**config.mk**
```make
export PLATFORM = sky130hd
export DESIGN_NAME = afc_frame_clk_mon
export DESIGN_NICKNAME = d
export VERILOG_FILES = /design/src/afc_pkg.sv /design/src/afc_frame_clk_mon.sv
export SDC_FILE = /design/constraint.sdc
export NUM_CORES = 1
export LEC_CHECK = 0
export ABC_CLOCK_PERIOD_IN_PS = 23200
export CAP_MARGIN = 10
export CORE_MARGIN = 2
export CORE_UTILIZATION = 65
export DETAILED_ROUTE_END_ITERATION = 8
export DONT_BUFFER_PORTS = 1
export GPL_ROUTABILITY_DRIVEN = 0
export PLACE_DENSITY = 0.81
export SYNTH_ARGS = -nofsm -noshare
export SYNTH_HDL_FRONTEND = slang
export SYNTH_SLANG_ARGS = --single-unit
```
**constraint.sdc**
```tcl
create_clock -name i_mclk -period 23.2 [get_ports i_mclk]
set_input_delay 3.48 -clock i_mclk [delete_from_list [all_inputs] [get_ports i_mclk]]
set_output_delay 3.48 -clock i_mclk [all_outputs]
set_load 0.01 [all_outputs]
```
**src/afc_pkg.sv**
```systemverilog
// constants, register map and state layout of the frame clock generator and error monitor
package afc_pkg;

  // timing
  localparam int unsigned CLK_MHZ      = 20;
  localparam int unsigned STOP_TIME_US = 1000;
  localparam int unsigned STOP_CYC     = STOP_TIME_US * CLK_MHZ;
  localparam int unsigned HALT_TIME_US = 1000;
  localparam int unsigned HALT_CYC     = HALT_TIME_US * CLK_MHZ;
  localparam logic [3:0]  INT_BCLK_HALF = 4'h2;
  localparam logic [15:0] RATE_TOL      = 16'h0004;
  localparam logic [15:0] REF_TOL       = 16'h0001;
  localparam logic [13:0] RATIO_MIN     = 14'h0002;

  // register indices; byte address is four times the index
  localparam int unsigned ADDR_W        = 8;
  localparam logic [5:0]  IDX_CTRL_CFG  = 6'h37;
  localparam logic [5:0]  IDX_PRI_CFG   = 6'h38;
  localparam logic [5:0]  IDX_PRI_LOW   = 6'h39;
  localparam logic [5:0]  IDX_SEC_CFG   = 6'h3A;
  localparam logic [5:0]  IDX_SEC_LOW   = 6'h3B;
  localparam logic [5:0]  IDX_STS_A     = 6'h3C;
  localparam logic [5:0]  IDX_STS_B     = 6'h3D;

  // field positions
  localparam int unsigned CTRL_PRI_BIT   = 4;
  localparam int unsigned CTRL_SEC_BIT   = 3;
  localparam int unsigned CFG_INT_BIT    = 7;
  localparam int unsigned CFG_INV_BIT    = 6;
  localparam int unsigned CFG_HIGH_MSB   = 5;
  localparam int unsigned STSA_PROC_BIT  = 7;
  localparam int unsigned STSA_CONV_BIT  = 4;
  localparam int unsigned STSA_MATCH_BIT = 3;
  localparam int unsigned STSA_PDM_BIT   = 2;
  localparam int unsigned STSA_STOP_BIT  = 1;
  localparam int unsigned STSB_PRAT_BIT  = 7;
  localparam int unsigned STSB_SRAT_BIT  = 6;
  localparam int unsigned STSB_REF_BIT   = 5;
  localparam int unsigned STSB_PRATE_BIT = 4;
  localparam int unsigned STSB_SRATE_BIT = 3;
  localparam logic [7:0]  RST_BYTE       = 8'h00;

  // per-port state
  typedef struct packed {
    logic        bclk_s1;
    logic        bclk_s2;
    logic        fs_s1;
    logic        fs_s2;
    logic        sel_q;
    logic        fs_obs_q;
    logic        int_sel;
    logic        inv;
    logic        ctrl;
    logic [13:0] ratio;
    logic [13:0] bit_cnt;
    logic        fs_out;
    logic [13:0] meas_cnt;
    logic [15:0] len_cnt;
    logic [15:0] prev_len;
    logic        ratio_err;
    logic        rate_err;
  } afc_port_s;

  // whole block state
  typedef struct packed {
    afc_port_s [1:0] port;
    logic [3:0]      div_cnt;
    logic            int_bclk;
    logic            ref_s1;
    logic            ref_s2;
    logic            ref_q;
    logic [15:0]     ref_cnt;
    logic [15:0]     ref_prev;
    logic            ref_err;
    logic            aud_s1;
    logic            aud_s2;
    logic            aud_q;
    logic [15:0]     stop_cnt;
    logic            stop_flag;
    logic            proc_err;
    logic            conv_err;
    logic            match_err;
    logic            pdm_err;
    logic [7:0]      prdata;
    logic            pready;
    logic            pslverr;
  } afc_state_s;

  localparam afc_state_s STATE_RST = '0;

endpackage : afc_pkg

```
**src/afc_frame_clk_mon.sv**
```systemverilog
// frame sync generation and clock error monitoring for both serial ports, apb register slave
//
// Summary of operation
// - primary sync counts internal or external bit clock
// - secondary sync counts internal or external bit clock
// - primary inversion affects frame-sync counting and ratio measuring only
// - secondary inversion affects frame-sync counting and ratio measuring only
// - primary ratio is six high plus eight low
// - secondary ratio is six high plus eight low
// - processing error flags any port or reference ratio
// - converter ratio flag, ignored under custom ratio
// - matching rate flag mirrors clock configuration fault
// - pdm clock flag mirrors clock configuration fault
// - clock-stop flag after one millisecond without edges
// - primary ratio error flag
// - secondary ratio error flag
// - reference clock to frame ratio error flag
// - primary frame rate change or halt flag
// - secondary frame rate change or halt flag
// - status registers read-only, zero after reset
// - primary controller select enables its generation
// - secondary controller select enables its generation
//
// The APB register port was decided locally.
`timescale 1ns/1ps

module afc_frame_clk_mon
  import afc_pkg::*;
#(
  parameter logic [15:0] P_STOP_CYC = 16'(STOP_CYC),
  parameter logic [15:0] P_HALT_CYC = 16'(HALT_CYC)
) (
  // clock and reset
  input  wire logic              i_mclk,
  input  wire logic              i_rst,
  // apb slave
  input  wire logic              i_psel,
  input  wire logic              i_penable,
  input  wire logic              i_pwrite,
  input  wire logic [ADDR_W-1:0] i_paddr,
  input  wire logic [31:0]       i_pwdata,
  input  wire logic [3:0]        i_pstrb,
  output logic      [31:0]       o_prdata,
  output logic                   o_pready,
  output logic                   o_pslverr,
  // serial port pins
  input  wire logic              i_pri_bclk,
  input  wire logic              i_sec_bclk,
  input  wire logic              i_pri_fsync,
  input  wire logic              i_sec_fsync,
  output logic                   o_pri_fsync,
  output logic                   o_pri_fsync_oe,
  output logic                   o_sec_fsync,
  output logic                   o_sec_fsync_oe,
  // clock pins under watch
  input  wire logic              i_ref_clk,
  input  wire logic              i_audio_clk,
  // same-domain fault inputs from the clock tree
  input  wire logic              i_converter_ratio_bad,
  input  wire logic              i_custom_ratio,
  input  wire logic              i_matching_rate_bad,
  input  wire logic              i_pdm_clock_bad
);

  afc_state_s state_reg;
  afc_state_s state_next;
  logic [1:0] edge_w;
  logic [1:0] fsrise_w;

  always_comb begin : comb
    logic        sel;
    logic        fs_now;
    logic        wrap;
    logic [15:0] diff;
    logic [7:0]  rd;
    logic [5:0]  idx;
    logic        hit;
    logic [1:0]  bclk_pin;
    logic [1:0]  fs_pin;
    logic        ref_edge;
    sel        = 1'b0;
    fs_now     = 1'b0;
    wrap       = 1'b0;
    diff       = '0;
    rd         = RST_BYTE;
    idx        = i_paddr[ADDR_W-1:2];
    hit        = 1'b0;
    bclk_pin   = {i_sec_bclk, i_pri_bclk};
    fs_pin     = {i_sec_fsync, i_pri_fsync};
    ref_edge   = 1'b0;
    state_next = state_reg;
    edge_w     = '0;
    fsrise_w   = '0;

    // internal bit clock, a plain divider of the master clock
    if (state_reg.div_cnt == INT_BCLK_HALF - 4'h1) begin
      state_next.div_cnt  = '0;
      state_next.int_bclk = ~state_reg.int_bclk;
    end else begin
      state_next.div_cnt = state_reg.div_cnt + 4'h1;
    end

    for (int p = 0; p < 2; p++) begin
      state_next.port[p].bclk_s1 = bclk_pin[p];
      state_next.port[p].bclk_s2 = state_reg.port[p].bclk_s1;
      state_next.port[p].fs_s1   = fs_pin[p];
      state_next.port[p].fs_s2   = state_reg.port[p].fs_s1;

      // source choice and inversion feed only the frame counter and the ratio measure counter
      sel = (state_reg.port[p].int_sel ? state_reg.int_bclk
                                       : state_reg.port[p].bclk_s2)
            ^ state_reg.port[p].inv;
      state_next.port[p].sel_q = sel;
      edge_w[p] = sel & ~state_reg.port[p].sel_q;

      if (state_reg.port[p].ctrl) begin
        if (edge_w[p]) begin
          wrap = ({2'b00, state_reg.port[p].bit_cnt} + 16'h0001)
                 >= {2'b00, state_reg.port[p].ratio};
          state_next.port[p].bit_cnt = wrap ? '0 : state_reg.port[p].bit_cnt + 14'h0001;
        end
        state_next.port[p].fs_out = (state_next.port[p].bit_cnt == '0);
      end else begin
        state_next.port[p].bit_cnt = '0;
        state_next.port[p].fs_out  = 1'b0;
      end

      // frame observed: own sync as controller, pin sync as target
      fs_now = state_reg.port[p].ctrl ? state_reg.port[p].fs_out : state_reg.port[p].fs_s2;
      state_next.port[p].fs_obs_q = fs_now;
      fsrise_w[p] = fs_now & ~state_reg.port[p].fs_obs_q;

      if (edge_w[p] && state_reg.port[p].meas_cnt != '1) begin
        state_next.port[p].meas_cnt = state_reg.port[p].meas_cnt + 14'h0001;
      end
      if (state_reg.port[p].len_cnt != P_HALT_CYC) begin
        state_next.port[p].len_cnt = state_reg.port[p].len_cnt + 16'h0001;
      end

      if (fsrise_w[p]) begin
        if (!state_reg.port[p].ctrl) begin
          state_next.port[p].ratio_err = (state_reg.port[p].ratio != '0) &&
            (state_reg.port[p].meas_cnt != state_reg.port[p].ratio);
        end
        state_next.port[p].meas_cnt = '0;
        diff = (state_reg.port[p].len_cnt >= state_reg.port[p].prev_len)
               ? state_reg.port[p].len_cnt - state_reg.port[p].prev_len
               : state_reg.port[p].prev_len - state_reg.port[p].len_cnt;
        state_next.port[p].rate_err = (state_reg.port[p].prev_len != '0) &&
                                      (diff > RATE_TOL);
        state_next.port[p].prev_len = state_reg.port[p].len_cnt;
        state_next.port[p].len_cnt  = '0;
      end else if (state_reg.port[p].len_cnt == P_HALT_CYC) begin
        // a halted frame sync; the next frame starts a fresh comparison
        state_next.port[p].rate_err = 1'b1;
        state_next.port[p].prev_len = '0;
      end

      // as controller the sync follows the count, so only a ratio below two is wrong
      if (state_reg.port[p].ctrl) begin
        state_next.port[p].ratio_err = (state_reg.port[p].ratio < RATIO_MIN);
      end
    end

    // reference clock edges per primary frame must stay steady
    state_next.ref_s1 = i_ref_clk;
    state_next.ref_s2 = state_reg.ref_s1;
    state_next.ref_q  = state_reg.ref_s2;
    ref_edge = state_reg.ref_s2 & ~state_reg.ref_q;
    if (ref_edge && state_reg.ref_cnt != '1) begin
      state_next.ref_cnt = state_reg.ref_cnt + 16'h0001;
    end
    if (fsrise_w[0]) begin
      diff = (state_reg.ref_cnt >= state_reg.ref_prev)
             ? state_reg.ref_cnt - state_reg.ref_prev
             : state_reg.ref_prev - state_reg.ref_cnt;
      state_next.ref_err  = (state_reg.ref_cnt == '0) ||
                            ((state_reg.ref_prev != '0) && (diff > REF_TOL));
      state_next.ref_prev = state_reg.ref_cnt;
      state_next.ref_cnt  = '0;
    end

    // audio clock stop watch
    state_next.aud_s1 = i_audio_clk;
    state_next.aud_s2 = state_reg.aud_s1;
    state_next.aud_q  = state_reg.aud_s2;
    if (state_reg.aud_s2 != state_reg.aud_q) begin
      state_next.stop_cnt  = '0;
      state_next.stop_flag = 1'b0;
    end else if (state_reg.stop_cnt != P_STOP_CYC) begin
      state_next.stop_cnt = state_reg.stop_cnt + 16'h0001;
    end else begin
      state_next.stop_flag = 1'b1;
    end

    state_next.proc_err  = state_reg.port[0].ratio_err | state_reg.port[1].ratio_err
                           | state_reg.ref_err;
    state_next.conv_err  = i_converter_ratio_bad & ~i_custom_ratio;
    state_next.match_err = i_matching_rate_bad;
    state_next.pdm_err   = i_pdm_clock_bad;

    // apb: data and ready are prepared in the setup cycle, so every transfer takes one wait-free
    // access cycle and all outputs come from flops
    unique case (idx)
      IDX_CTRL_CFG: begin
        hit = 1'b1;
        rd[CTRL_PRI_BIT] = state_reg.port[0].ctrl;
        rd[CTRL_SEC_BIT] = state_reg.port[1].ctrl;
      end
      IDX_PRI_CFG: begin
        hit = 1'b1;
        rd  = {state_reg.port[0].int_sel, state_reg.port[0].inv,
               state_reg.port[0].ratio[13:8]};
      end
      IDX_PRI_LOW: begin
        hit = 1'b1;
        rd  = state_reg.port[0].ratio[7:0];
      end
      IDX_SEC_CFG: begin
        hit = 1'b1;
        rd  = {state_reg.port[1].int_sel, state_reg.port[1].inv,
               state_reg.port[1].ratio[13:8]};
      end
      IDX_SEC_LOW: begin
        hit = 1'b1;
        rd  = state_reg.port[1].ratio[7:0];
      end
      IDX_STS_A: begin
        hit = 1'b1;
        rd[STSA_PROC_BIT]  = state_reg.proc_err;
        rd[STSA_CONV_BIT]  = state_reg.conv_err;
        rd[STSA_MATCH_BIT] = state_reg.match_err;
        rd[STSA_PDM_BIT]   = state_reg.pdm_err;
        rd[STSA_STOP_BIT]  = state_reg.stop_flag;
      end
      IDX_STS_B: begin
        hit = 1'b1;
        rd[STSB_PRAT_BIT]  = state_reg.port[0].ratio_err;
        rd[STSB_SRAT_BIT]  = state_reg.port[1].ratio_err;
        rd[STSB_REF_BIT]   = state_reg.ref_err;
        rd[STSB_PRATE_BIT] = state_reg.port[0].rate_err;
        rd[STSB_SRATE_BIT] = state_reg.port[1].rate_err;
      end
      default: begin
        hit = 1'b0;
      end
    endcase

    state_next.pready  = 1'b0;
    state_next.pslverr = 1'b0;
    if (i_psel && !i_penable) begin
      state_next.pready  = 1'b1;
      state_next.pslverr = !hit || (i_paddr[1:0] != 2'b00);
      state_next.prdata  = (hit && !i_pwrite) ? rd : RST_BYTE;
    end

    // writes land at the access edge; status registers ignore them
    if (i_psel && i_penable && state_reg.pready && i_pwrite && i_pstrb[0]
        && !state_reg.pslverr) begin
      unique case (idx)
        IDX_CTRL_CFG: begin
          state_next.port[0].ctrl = i_pwdata[CTRL_PRI_BIT];
          state_next.port[1].ctrl = i_pwdata[CTRL_SEC_BIT];
        end
        IDX_PRI_CFG: begin
          state_next.port[0].int_sel     = i_pwdata[CFG_INT_BIT];
          state_next.port[0].inv         = i_pwdata[CFG_INV_BIT];
          state_next.port[0].ratio[13:8] = i_pwdata[CFG_HIGH_MSB:0];
        end
        IDX_PRI_LOW: state_next.port[0].ratio[7:0] = i_pwdata[7:0];
        IDX_SEC_CFG: begin
          state_next.port[1].int_sel     = i_pwdata[CFG_INT_BIT];
          state_next.port[1].inv         = i_pwdata[CFG_INV_BIT];
          state_next.port[1].ratio[13:8] = i_pwdata[CFG_HIGH_MSB:0];
        end
        IDX_SEC_LOW: state_next.port[1].ratio[7:0] = i_pwdata[7:0];
        default: begin
          state_next.pslverr = state_next.pslverr;
        end
      endcase
    end
  end

  always_ff @(posedge i_mclk or posedge i_rst) begin
    if (i_rst) begin
      state_reg <= STATE_RST;
    end else begin
      state_reg <= state_next;
    end
  end

  assign o_prdata       = {24'h000000, state_reg.prdata};
  assign o_pready       = state_reg.pready;
  assign o_pslverr      = state_reg.pslverr;
  assign o_pri_fsync    = state_reg.port[0].fs_out;
  assign o_pri_fsync_oe = state_reg.port[0].ctrl;
  assign o_sec_fsync    = state_reg.port[1].fs_out;
  assign o_sec_fsync_oe = state_reg.port[1].ctrl;
endmodule : afc_frame_clk_mon

```
==> results of run 1 <==
-- cell type report --
type	instances	area (um^2)	area share, %
multi-input combinational	1558	10300	55.6
sequential	247	6180	33.3
clock buffer	35	756	4.07
inverter	150	571	3.07
tap	341	427	2.30
clock inverter	14	208	1.12
timing repair buffer	13	97.6	0.526
antenna	1	2.50	0.0135
-- critical path: stages --
cell,delay [ns]
inv_8,0.48
buf_4,0.84
buf_4,0.79
-- power breakdown --
group / internal, mW / switching, mW
sequential: 0.450 / 0.0277
clock: 0.285 / 0.182
combinational: 0.259 / 0.330
-- synth_stat cells (28+ instances only) --
master    count  area [um^2]
xor2_1       62          543
o21ai_0      93          465
xnor2_1     106          928
inv_1       149          559
nor2_1      183          687
nand4_1      46          288
o22ai_1      32          200
nor2b_1      49          307
a21oi_1     102          510
buf_4        32          240
nor3_1       35          175
dfrtp_1     247         6180
nor4_1       44          275
nand3_1      74          370
a22oi_1      37          278
clkbuf_1     78          293
nand2_1     185          694
a31oi_1      28          175
ha_1        133         1660
-- path summary, 6_finish.rpt --
kind	from	end	slack [ns]	cells after the start
worst max-delay path	i_rst	state_reg[29]	18.10	3
worst min-delay path	state_next[157]	state_reg[157]	0.35	0
worst max register to register	state_reg[179]	state_reg[161]	19.24	12
worst min register to register	state_next[157]	state_reg[157]	0.35	0
max in group i_mclk	o_sec_fsync_oe	o_sec_fsync_oe	18.34	0
min in group asynchronous	i_rst	state_reg[82]	2.91	1
-- metal layers --
layer	global-route usage (%)	vias to the layer above	routed length, um
li1	-	7051	-
met1	39.4	7188	18200
met2	50.6	587	20300
met3	3.69	89	2720
met4	8.10	0	918
met5	0	-	0
-- logic make-up (layout without fill, tap and decap cells) --
kind of cell	after synthesis	after routing	share of synthesized area, %
adder cells (fa/ha/maj)	139	139	10.2
multiplexers	36	36	2.34
AO/OA/AOI/OAI	452	452	16.5
AND/OR/NAND/NOR	739	739	20.8
buffers and inverters	272	212	6.52
XOR/XNOR	168	168	8.39
flip-flops	247	247	35.2
other	1	25	0.0214
-- metrics by stage --
stage               worst slack [ns]  hold slack [ns]  utilization [%]
CTS                            17.95            0.352             69.4
global route                   17.63            0.358             69.4
detailed placement             17.36            0.337             65.8
finish                         18.10            0.349             69.5
global placement               17.39            0.332             65.8
floorplan                      12.93            0.331                -
==> out/metrics.cfg, run 1 <==
[global_routing]
antenna_found_initial=1
grt_pass1_wl_mm=69.8
track_usage_pct=29.4
grt_max_degree=107
grt-ovfl-total=0
grt_pass1_vias=14300

[setup_path]
worstSetupEndpointType=asynchronous set/reset pin
arrival_ns=5.69
required_ns=23.78
start_kind=input pin
worst-setup-path-type=in -> async
critPathMaxFanout=106

[layout]
nFillCells=2071
drive_above_1_share_pct=4.46
fin_cells=2359
final_cell_mix=dfrtp_1, nand2_1, nor2_1
areaGrowthSynthToFinish_pct=5.81
stdcell_area_um2=18600
nets=2195
largest_register_ffs=225
mostFrequentLayoutCell=dfrtp_1

[routing]
wire_per_inst_um=17.8
drcViolationCount=0
dr.pass1.iters=6
drt_iter0_drc=1389
vias=14900
drtAntennaViolNets=0
viasPerCell=6.32
routed_wl_mm=42.1

[timing]
fin_crit_ns=5.10
drv_slew=0
setup_tns_ns=0
setup_viol=0
final.period_utilization_pct=22.0
max_slew_margin_pct=22.1
finalHoldViolCount=0
tightest_slew_ns=1.17
rsz0062_at_grt=no
fin_skew_ns=0.0115
fmax_mhz=196

[synthesis]
yosysWarnings=0
synth_cell_types=81
syn_area_per_cell_um2=8.54
synth_edf_count=0
synth_seq_cells=247
syn_area_um2=17500
synthCells=2054
seq_area_frac_synth_pct=35.2
async_reset_ff_share_pct=100
ys.flop_type=dfrtp_1

[placed_design]
dpl-instance-area_um2=17600
portBuffers=0
hpwlAfterDp_mm=30.1
placedCellCount=2308

[clock_tree]
cts_resized=0
cts-root-buf=clkbuf_16
cts_tree=done
cts_buffers=27
cts.clk_slew.worst_paths_ns=0.06
cts_sinks=247
h-tree-depth=1
postCtsHoldBufs=0
cts.path.max_buffers=3
clk_latency_ns=0.56
post_cts_buffers=0

[outcome]
status=finished, final reports clean

[pwr]
power.density_nw_per_um2=82.6
cellLeakagePower_nw=8.36
ir_drop_v=0.0000628
power_mw=1.53

[hold_path]
min_path_type=reg -> reg

[floorplan]
num_io_pins=97
die_h_um=168
fp.dieArea_um2=28300
start_util_pct=65.6
core_area_um2=26700
fp.dieW_um=168
rows=60

[flow_run]
cap_violations=0

Note: power is estimated with default switching activity, not from simulation.
==> run 2, diff against run 1 <==
- ABC_CLOCK_PERIOD_IN_PS: 23200 -> 4700
- clock period: 23.2 -> 4.7 ns (I/O delays scaled with it)
==> out/metrics.cfg, run 2 (synthesis gave the netlist of run 1 again) <==
[setup_path]
worstSetupEndpointType=flip-flop
reg2reg_depth=11
start_kind=flip-flop
worst-setup-path-type=reg -> reg
critPathMaxFanout=12
arrival_ns=4.14
crit_end=state_reg[161]
rr_endpoint=state_reg[161]
startpoint=state_reg[172]
ff2ff_setup_slack_ns=0.97
rr_startpoint=state_reg[172]
required_ns=5.11

[outcome]
status=finished, final reports clean

[timing]
finalHoldViolCount=0
fin_crit_ns=3.73
setup_viol=0
tightest_slew_ns=0.982
max_slew_margin_pct=34.3
drv_slew=0
final.period_utilization_pct=79.3
rsz0062_at_grt=no
setup_tns_ns=0
fmax_mhz=268
fin_skew_ns=0.0111

[global_routing]
antenna_found_initial=0
grt_pass1_vias=14000
grt-ovfl-total=0
grt_pass1_wl_mm=68.4
grt_max_degree=135
track_usage_pct=28.8

[floorplan]
fp.dieArea_um2=28300
num_io_pins=97
rows=60
fp.dieW_um=168
start_util_pct=65.6
core_area_um2=26700
die_h_um=168

[clock_tree]
cts.clk_slew.worst_paths_ns=0.06
cts_tree=done
post_cts_buffers=0
cts_buffers=27
cts_resized=0
clk_latency_ns=0.54
cts.path.max_buffers=3
cts_sinks=247
postCtsHoldBufs=0
cts-root-buf=clkbuf_16
h-tree-depth=1

[routing]
routed_wl_mm=41.4
drcViolationCount=0
vias=14800
drtAntennaViolNets=0
wire_per_inst_um=17.6
dr.pass1.iters=8
viasPerCell=6.28
drt_iter0_drc=1355

[placed_design]
placedCellCount=2307
portBuffers=0
hpwlAfterDp_mm=30.0

[layout]
areaGrowthSynthToFinish_pct=6.13
largest_register_ffs=225
drive_above_1_share_pct=4.56
post-route-util_pct=69.7
diodes=0
final_cell_mix=dfrtp_1, nand2_1, nor2_1
nets=2194
fin_cells=2357
mostFrequentLayoutCell=dfrtp_1

[pwr]
cellLeakagePower_nw=8.37
power.density_nw_per_um2=409
ir_drop_v=0.000326

[flow_run]
cap_violations=0

[hold_path]
min_path_type=in -> async

==> run 2: changes by cell type in the layout (fill, tap and decap cells not counted), moves of 2 or more <==
| cell | before | now |
|---|---|---|
| clkinvlp_4 | 1 | 4 |
| buf_12 | 0 | 2 |
| inv_8 | 2 | 0 |
| clkinv_4 | 0 | 4 |
| buf_4 | 13 | 10 |
| clkinv_2 | 6 | 3 |
| clkbuf_8 | 5 | 3 |
| clkbuf_1 | 3 | 0 |
==> run 2: power by group <==
group	internal (mW)	switching (mW)	total (mW)
combinational	1.28	1.63	2.91
sequential	2.22	0.138	2.36
clock	1.44	0.902	2.35
==> run 2: cell type report <==
class,instances,area [um^2]
inverters,150,567
fillers,2011,8110
clock buffers,30,717
multi-input cells,1558,10300
flip-flops and latches,247,6180
clock inverters,19,290
well taps,341,427
repair buffers,12,115
==> run 2: worst min path at each step <==
| stage | from | to | cells past startpoint |
|---|---|---|---|
| 3_3_place_gp | state_next[157] | state_reg[157] | 0 |
| 5_1_grt | i_matching_rate_bad | state_reg[11] | 0 |
| 6_report | i_rst | state_reg[167] | 1 |
| 2_1_floorplan | state_next[32] | state_next[31] | 0 |
| 4_1_cts | i_rst | state_reg[169] | 1 |
| 3_5_place_dp | state_next[32] | state_next[31] | 0 |
==> run 2: per-layer routing <==
layer / part of all wire, % / wire length (um) / GRT usage, %
met2: 48 / 20100 / 49.4
met5: 0 / 0 / 0
met3: 6.2 / 2590 / 3.43
met4: 1.9 / 776 / 7.23
met1: 43 / 18000 / 39.0
==> run 2: worst max-delay path, cell delays in order (launching register included) <==
cell	delay, ns
dfrtp_1	0.39
inv_1	0.06
ha_1	0.43
a21oi_1	0.35
nand2b_1	0.09
o31ai_1	0.45
o211ai_1	0.51
a311oi_1	0.41
a21oi_1	0.09
xor2_1	0.19
nor4_1	0.47
a31oi_1	0.16
==> run 2: metrics by stage <==
step	hold slack, ns	power, mW	area (um^2)	worst slack [ns]
final	0.147	7.61	18600	0.971
after global placement	0.333	5.12	17600	1.20
after detailed placement	0.338	5.21	17600	1.03
after CTS	0.166	7.58	18600	1.00
after global routing	0.160	8.01	18600	0.519
after floorplan	0.331	4.65	17600	0.749
